### src/design/sac_pkg.sv
// Package of constants and carrier types for the converter control interface
//
// Function
// - Write, read and sample/hold strobes act only while chip select is low.
// - Chip select and read low drive the data bus and clear the interrupt.
// - Write rising edge starts a conversion; acquisition end is timed internally.
// - Sample/hold falling opens acquisition; its rising edge holds and converts.
// - Calibration request low with chip select high resets and runs a correction-storing calibration.
// - Offset-null request low adds 26 clock periods to a write-started conversion.
// - Conversion-active is low through offset nulling, bit trials and calibration.
// - Interrupt falls on a latched result, rises on read or new start.
// - Result is read as two bytes, high byte first then low byte.
// - Result is two's complement, bit 12 sign, bit 11 magnitude MSB.
// - Calibration pulse drops conversion-active for 1399 clock periods.
// - Write start with offset null: 26 clocks nulling, then 6 clocks sampling.
// - With offset null, acquisition begins when conversion-active rises.
// - Sign resolved first, then magnitude bits trialled MSB down.
// - After the last bit, latch result, drop interrupt, raise conversion-active.
// - First read: lines 0-2 bits 8-10, line 3 MSB, lines 4-7 sign.
// - Second read: lines 0-7 carry result bits 0-7.
// - Read and sample/hold high, select and calibration low: test state drive.
// - A new start resets the sequence; host avoids it mid-conversion.
// - Calibration runs to completion; one runs at power-up.
// - Write-started acquisition without offset null ends 6 clocks after the synchronised write edge.
`default_nettype none
package sac_pkg;
    // ****************************************************************
    // Timing counts in conversion clock periods, result width and bit positions, test-state mask
    // ****************************************************************
    localparam logic [10:0] SAC_CAL_CYCLES    = 11'd1399;
    localparam logic [10:0] SAC_NULL_CYCLES   = 11'd26;
    localparam logic [10:0] SAC_ACQ_CYCLES    = 11'd6;
    localparam logic [10:0] SAC_TRIAL_CYCLES  = 11'd13;
    localparam int          SAC_RES_W         = 13;
    localparam int          SAC_SIGN_BIT      = 12;
    localparam int          SAC_MSB_BIT       = 11;
    localparam logic [7:0]  SAC_TEST_MASK     = 8'h6c;

    // ****************************************************************
    // Carrier types
    // ****************************************************************
    typedef struct packed {
        logic chip_select_n;
        logic read_n;
        logic write_n;
        logic sample_hold_n;
        logic calibrate_n;
        logic offset_null_request_n;
    } sac_ctrl_t;

    typedef struct packed {
        logic [7:0] data_bus_line_o;
        logic [7:0] data_bus_line_oe;
    } sac_bus_t;
endpackage
`default_nettype wire

### src/design/sac_ctrl.sv
// Sequencer, bit trial and byte readout of the converter control interface
`default_nettype none
module sac_ctrl
    import sac_pkg::*;
(
    input  wire logic              mclk,
    input  wire logic              resetn,
    input  wire logic              clk_en,
    input  wire sac_ctrl_t         ctrl_in,
    input  wire logic              comparator_high,
    output var  sac_bus_t          bus_out,
    output var  logic [SAC_RES_W-1:0] trial_value,
    output var  logic              conv_active_n,
    output var  logic              result_ready_n,
    output var  logic              sampling,
    output var  logic              calibrating
);
    typedef enum logic [2:0] {
        ST_CAL, ST_IDLE, ST_NULL, ST_ACQ, ST_SH_ACQ, ST_TRIAL
    } sac_state_t;

    // ****************************************************************
    // State decoding
    // ****************************************************************
    // Conversion-active is low in these states
    function automatic logic busy_state(input sac_state_t s);
        return (s == ST_CAL) || (s == ST_TRIAL) || (s == ST_NULL);
    endfunction

    // Acquisition is open in these states
    function automatic logic acq_state(input sac_state_t s);
        return (s == ST_ACQ) || (s == ST_SH_ACQ);
    endfunction

    // ****************************************************************
    // Input synchronisers
    // ****************************************************************
    localparam int NIN = 6;
    logic [NIN-1:0] s1_q;
    logic [NIN-1:0] s2_q;
    logic [NIN-1:0] s3_q;
    // Only the agreed value is used, so a single-stage glitch is dropped
    logic [NIN-1:0] cur_q;
    logic [NIN-1:0] raw;
    assign raw = ctrl_in;

    // Three stages; a change counts once stages two and three agree
    genvar g;
    generate
        for (g = 0; g < NIN; g++) begin : g_sync
            always_ff @(posedge mclk) begin
                if (!resetn) begin
                    s1_q[g]  <= 1'b1;
                    s2_q[g]  <= 1'b1;
                    s3_q[g]  <= 1'b1;
                    cur_q[g] <= 1'b1;
                end else if (clk_en) begin
                    s1_q[g] <= raw[g];
                    s2_q[g] <= s1_q[g];
                    s3_q[g] <= s2_q[g];
                    if (s2_q[g] == s3_q[g]) begin
                        cur_q[g] <= s3_q[g];
                    end
                end
            end
        end
    endgenerate

    // ****************************************************************
    // Edge history
    // ****************************************************************
    logic [NIN-1:0] prev_q;
    always_ff @(posedge mclk) begin
        if (!resetn) begin
            prev_q <= '1;
        end else if (clk_en) begin
            prev_q <= cur_q;
        end
    end

    sac_ctrl_t c, p;
    assign c = cur_q;
    assign p = prev_q;

    // ****************************************************************
    // Edge decoding
    // ****************************************************************
    logic sel;
    logic wr_rise;
    logic sh_fall;
    logic sh_rise;
    logic rd_rise;
    logic cal_req;
    logic test_mode;
    assign sel       = !c.chip_select_n;
    assign wr_rise   = sel && c.write_n && !p.write_n;
    assign sh_fall   = sel && !c.sample_hold_n && p.sample_hold_n;
    assign sh_rise   = sel && c.sample_hold_n && !p.sample_hold_n;
    // Read end is qualified with select where the pointer uses it
    assign rd_rise   = c.read_n && !p.read_n;
    assign cal_req   = !c.calibrate_n && c.chip_select_n;
    assign test_mode = sel && !c.calibrate_n && c.read_n && c.sample_hold_n;

    // ****************************************************************
    // Sequencer
    // ****************************************************************
    sac_state_t  st_q;
    logic [10:0] cnt_q;
    logic [3:0]  bit_q;
    logic [SAC_RES_W-1:0] sar_q;
    logic [SAC_RES_W-1:0] result_q;
    logic        done;
    logic        start;
    assign start = wr_rise || sh_fall || sh_rise;

    // Calibration cannot be interrupted, so starts are ignored there
    always_ff @(posedge mclk) begin
        if (!resetn) begin
            st_q  <= ST_CAL;
            cnt_q <= '0;
            bit_q <= '0;
            sar_q <= '0;
        end else if (clk_en) begin
            cnt_q <= cnt_q + 11'd1;
            case (st_q)
                ST_CAL: begin
                    if (cnt_q == SAC_CAL_CYCLES - 11'd1) begin
                        st_q <= ST_IDLE;
                    end
                end
                default: begin
                    if (cal_req) begin
                        st_q  <= ST_CAL;
                        cnt_q <= '0;
                    end else if (wr_rise) begin
                        st_q  <= c.offset_null_request_n ? ST_ACQ : ST_NULL;
                        cnt_q <= '0;
                    end else if (sh_fall) begin
                        st_q  <= ST_SH_ACQ;
                    end else if (sh_rise) begin
                        st_q  <= ST_TRIAL;
                        cnt_q <= '0;
                        bit_q <= 4'(SAC_SIGN_BIT);
                        sar_q <= '0;
                    end else begin
                        case (st_q)
                            ST_NULL: begin
                                if (cnt_q == SAC_NULL_CYCLES - 11'd1) begin
                                    st_q  <= ST_ACQ;
                                    cnt_q <= '0;
                                end
                            end
                            ST_ACQ: begin
                                // Counted from the synchronised edge, so pin latency adds on
                                if (cnt_q == SAC_ACQ_CYCLES - 11'd1) begin
                                    st_q  <= ST_TRIAL;
                                    bit_q <= 4'(SAC_SIGN_BIT);
                                    sar_q <= '0;
                                end
                            end
                            ST_TRIAL: begin
                                // Sign set high for negative, magnitude kept if comparator_high differs from the sign bit
                                if (bit_q == 4'(SAC_SIGN_BIT)) begin
                                    sar_q[SAC_SIGN_BIT] <= !comparator_high;
                                end else begin
                                    sar_q[bit_q] <= comparator_high ^ sar_q[SAC_SIGN_BIT];
                                end
                                if (bit_q == 4'h0) begin
                                    st_q <= ST_IDLE;
                                end else begin
                                    bit_q <= bit_q - 4'h1;
                                end
                            end
                            default: ;
                        endcase
                    end
                end
            endcase
        end
    end
    assign done = (st_q == ST_TRIAL) && (bit_q == 4'h0) && !cal_req && !start;

    // ****************************************************************
    // Trial word to the DAC
    // ****************************************************************
    // Combinational so the comparator answers within the same trial cycle
    // Current trial word goes to the DAC; sign bit is already decided below
    always_comb begin
        trial_value = sar_q;
        if (st_q == ST_TRIAL && bit_q != 4'(SAC_SIGN_BIT)) begin
            trial_value[bit_q] = 1'b1;
        end
    end

    // ****************************************************************
    // Result latch, flags and readout
    // ****************************************************************
    logic second_q;
    logic rd_active;
    assign rd_active = sel && !c.read_n;

    // Latch cycle raises busy together with the interrupt falling
    always_ff @(posedge mclk) begin
        if (!resetn) begin
            conv_active_n <= 1'b0;
        end else if (clk_en) begin
            conv_active_n <= !busy_state(st_q) || done;
        end
    end

    always_ff @(posedge mclk) begin
        if (!resetn) begin
            result_q <= '0;
        end else if (clk_en && done) begin
            result_q <= {sar_q[SAC_RES_W-1:1], comparator_high ^ sar_q[SAC_SIGN_BIT]};
        end
    end

    // A new result wins over a read in the same cycle; a start or calibration request blocks it
    always_ff @(posedge mclk) begin
        if (!resetn) begin
            result_ready_n <= 1'b1;
        end else if (clk_en) begin
            if (done) begin
                result_ready_n <= 1'b0;
            end else if (rd_active || start || cal_req) begin
                result_ready_n <= 1'b1;
            end
        end
    end

    // Pointer moves as each read ends; a new result points back at the high byte
    always_ff @(posedge mclk) begin
        if (!resetn) begin
            second_q <= 1'b0;
        end else if (clk_en) begin
            if (done) begin
                second_q <= 1'b0;
            end else if (rd_rise && sel) begin
                second_q <= !second_q;
            end
        end
    end

    // ****************************************************************
    // Data bus
    // ****************************************************************
    // Sign extension fills the upper four lines of the first byte
    always_ff @(posedge mclk) begin
        if (!resetn) begin
            bus_out <= '0;
        end else if (clk_en) begin
            bus_out.data_bus_line_oe <= '0;
            bus_out.data_bus_line_o  <= '0;
            if (rd_active) begin
                bus_out.data_bus_line_oe <= 8'hff;
                bus_out.data_bus_line_o  <= second_q ? result_q[7:0]
                    : {{4{result_q[SAC_SIGN_BIT]}}, result_q[SAC_MSB_BIT:8]};
            end else if (test_mode) begin
                bus_out.data_bus_line_oe <= SAC_TEST_MASK;
                bus_out.data_bus_line_o  <= sar_q[7:0] & SAC_TEST_MASK;
            end
        end
    end

    // ****************************************************************
    // Status flags
    // ****************************************************************
    always_ff @(posedge mclk) begin
        if (!resetn) begin
            sampling <= 1'b0;
        end else if (clk_en) begin
            sampling <= acq_state(st_q);
        end
    end

    // Reset value matches the power-up calibration that follows release
    always_ff @(posedge mclk) begin
        if (!resetn) begin
            calibrating <= 1'b1;
        end else if (clk_en) begin
            calibrating <= (st_q == ST_CAL);
        end
    end
endmodule
`default_nettype wire

### config.mk
export PLATFORM = sky130hd
export DESIGN_NAME = sac_ctrl
export DESIGN_NICKNAME = d
export VERILOG_FILES = /design/src/design/sac_pkg.sv /design/src/design/sac_ctrl.sv
export SDC_FILE = /design/constraint.sdc
export NUM_CORES = 1
export LEC_CHECK = 0
export BUFFER_PORTS_ARGS = -buffer_cell sky130_fd_sc_hd__buf_2
export CAP_MARGIN = 20
export CORE_MARGIN = 8
export CORE_UTILIZATION = 59
export CTS_CLUSTER_SIZE = 25
export DETAILED_ROUTE_END_ITERATION = 16
export HOLD_SLACK_MARGIN = 0.12
export PLACE_DENSITY = 0.86
export SKIP_CTS_REPAIR_TIMING = 1
export SYNTH_ARGS = -nofsm -noshare
export SYNTH_HDL_FRONTEND = slang
export SYNTH_SLANG_ARGS = --single-unit
### constraint.sdc
create_clock -name mclk -period 2.78 [get_ports mclk]
set_input_delay 0.556 -clock mclk [delete_from_list [all_inputs] [get_ports mclk]]
set_output_delay 0.556 -clock mclk [all_outputs]
set_load 0.01 [all_outputs]
==> results.md <==
* Outcome: complete, no violations
* Worst EP required at approximately 2200 ps
* Period utilization at 0.960
* Total number of vias at ~3.7k
* Post-synth EDFFs at 0
* Pin count of the biggest net entering global routing at 54
* Hold Path Class: in2reg
* TNS Setup at 0 ps
* Sequential share of power at 0.516
* Core area at between 7000 and 8000 um^2
* Chip width at ~100 um
* Vias in the first global route at roughly 3.5k
* Reg2Reg Depth at 7
* Design internal power at ~1.9 mW
* DRT iter0 DRCs at 208
* Inst Count DP at about 620
* Buffer depth of the longest clock path at 2
* LEAKAGE at just under 2 nW
* Crit Path Class: reg2out
* Final wirelength at 9860 um
* Most common library cell in the layout ignoring fill and taps: nand2_1
* DR vias/cell at 5.78
* Global-route wire length before repair at about 16000 um
* Hold Path Depth at 3
* Die height at ~100 um
* Clock transition at path regs at about 90 ps
* Switching pwr at between 0.5 and 0.6 mW
* Unrepaired setup endpoints after global routing: no
* IO Count at 43
* YS warnings at 0
* Met1 GRT Util at 0.225
* TritonCTS Sinks at 86
* Finished Layout Cells at around 640
* DIE AREA at just over 10000 um^2
* Reg-to-reg endpoint: result_q[8]
* Initial antenna violation count at 0
* Reg2Reg Setup Slack at about 450 ps
* F_max at ~370 MHz
* Final Power at between 2 and 2.5 mW
* Worst-margin pin slew at between 500 and 600 ps
* Share of the synthesized area in the top cell type at 0.405
* Hold Startpoint: ctrl_in[1]
* FP Rows at 31
* Top cell type by total area after synthesis: dfxtp_1
* Clk pwr share at 0.444
* Total grt overflow at 0
* Switching share of power at 0.216
* Slew headroom at 0.600
* Pwr dens at 517 nW/um^2
* Slew Limit Fails at 0
* Setup crit end kind: output port
* Max-cap violations at 0
* Seq/Total Area, Yosys at 0.405
* Syn Area/Cell at between 8 and 9 um^2
* CP Launch Type: flop
* Met2 Use GR at 0.342
* Synth Cell Area at approximately 4200 um^2
* CTS buffer count at 9
* Commonest register cell after synthesis: dfxtp_1
* #FFs+latches synth at 86
* GRT Max-Usage Layer: met2
* Antenna-violating nets left at 0
* Area grow syn2layout at 10.9%
* Final Wtd Congestion at 0.916
* Peak VDD IR at 0.455 mV
* Post-DP HPWL at about 6700 um
* Hold Violations, Final at 0
* Drt first pass iters at 5
* Met3 usage at 0.0456
* Gr usage total at 0.195
* Top cells by area, synth: dfxtp_1, nand2_1, mux2i_1
* CP max FO at 6
* Share of layout cells above drive strength 1 at 0.147
* Worst Hold Endpoint: s1_q[1]
* Port bufs at between 40 and 50
* Cells after synthesis at around 510
* Most frequent cells in the layout: nand2_1, dfxtp_1, buf_2
* Yosys cell types at 54
* Final Critical Period at 2670 ps
* Clock latency on the worst-skew pair at 370 ps
* CTS root buf: clkbuf_8
* Diode count at 0
* Final setup fails at 0
* Crit path DAT at around 2100 ps
* TritonCTS clock tree: built
* Initial core utilization at 0.598
* Setup Skew at roughly 8.2 ps
* Post-synth ARST share at 0
* Residual DRC count at 0
* Syn Nets at between 500 and 600
* Combinational Power Share at 0.040
* Nets at roughly 550
* H-tree Lvls at 3
* Drt wl/cell at ~15 um
* RR Startpoint: bit_q[0]
[worst max-delay path, cell delays in order, from the launching register on]
cell and delay (ps):
dfxtp_1 360, inv_1 140, ha_1 280, or3b_1 420, nor2_1 270, or2_2 170
buf_2 120
[how the worst max path moves through the flow]
stage	start	endpoint	slack (ps)
finish	bit_q[0]	trial_value[0]	110
global placement	bit_q[0]	trial_value[11]	600
CTS	bit_q[0]	trial_value[0]	130
detailed placement	bit_q[0]	result_q[8]	500
floorplan	bit_q[0]	result_q[12]	800
global route	bit_q[0]	trial_value[0]	0.3
[layer usage]
metal	share of wire	up-vias
li1	-	1813
met1	0.41	1730
met2	0.50	122
met3	0.069	18
met4	0.018	0
met5	0	-
[stage by stage]
stage / setup slack (ps) / util / instance area, um^2 / hold slack (ps)
2_1_floorplan: 797 / - / 4250 / 432
4_1_cts: 127 / 0.663 / 4710 / 383
3_5_place_dp: 501 / 0.628 / 4450 / 447
6_report: 110 / 0.664 / 4710 / 396
3_3_place_gp: 597 / 0.628 / 4450 / 438
5_1_grt: 0.257 / 0.664 / 4710 / 393
[flip-flops by register name, summed over array words and instances, names as in the netlist]
register and flops:
st_q 3, calibrating 1, s1_q 6, s3_q 6, cnt_q 11, result_q 13
sampling 1, p 3, bit_q 4, s2_q 6, c 6, second_q 1
result_ready_n 1, conv_active_n 1, bus_out 10, sar_q 13
[layout make-up]
cell class                 instances  area [um^2]
tap                               99          124
multi-input combinational        370         2270
fill                             599         2390
inverter                          15         56.3
clock buffer                      10          138
timing repair buffer              51          290
clock inverter                     6          115
sequential                        86         1720
[cell usage after synthesis, types with 10 or more instances]
master	number
nand2_1	98
nand3_1	14
clkbuf_1	21
o21bai_1	11
o21ai_0	13
a31oi_1	14
buf_4	10
nor2_1	38
mux2i_1	28
inv_1	15
dfxtp_1	86
a21oi_1	40
[logic make-up after synthesis]
logic type / Yosys count / share of synthesized area
multiplexers: 30 / 0.0713
flip-flops: 86 / 0.405
AND/OR/NAND/NOR: 208 / 0.235
AO/OA/AOI/OAI: 110 / 0.173
buffers and inverters: 56 / 0.0621
adder cells (fa/ha/maj): 8 / 0.0236
XOR/XNOR: 14 / 0.0289
[power groups by stage]
| stage | registers (mW) | clock network, mW | logic, mW |
|---|---|---|---|
| after global placement | 1.29 | 0 | 0.0939 |
| final | 1.26 | 1.08 | 0.0974 |
| after floorplan | 1.29 | 0 | 0.0695 |
| after detailed placement | 1.29 | 0 | 0.0969 |
| after global routing | 1.26 | 1.14 | 0.108 |
| after CTS | 1.26 | 1.10 | 0.0985 |
Power figures use the tool's default switching activity.
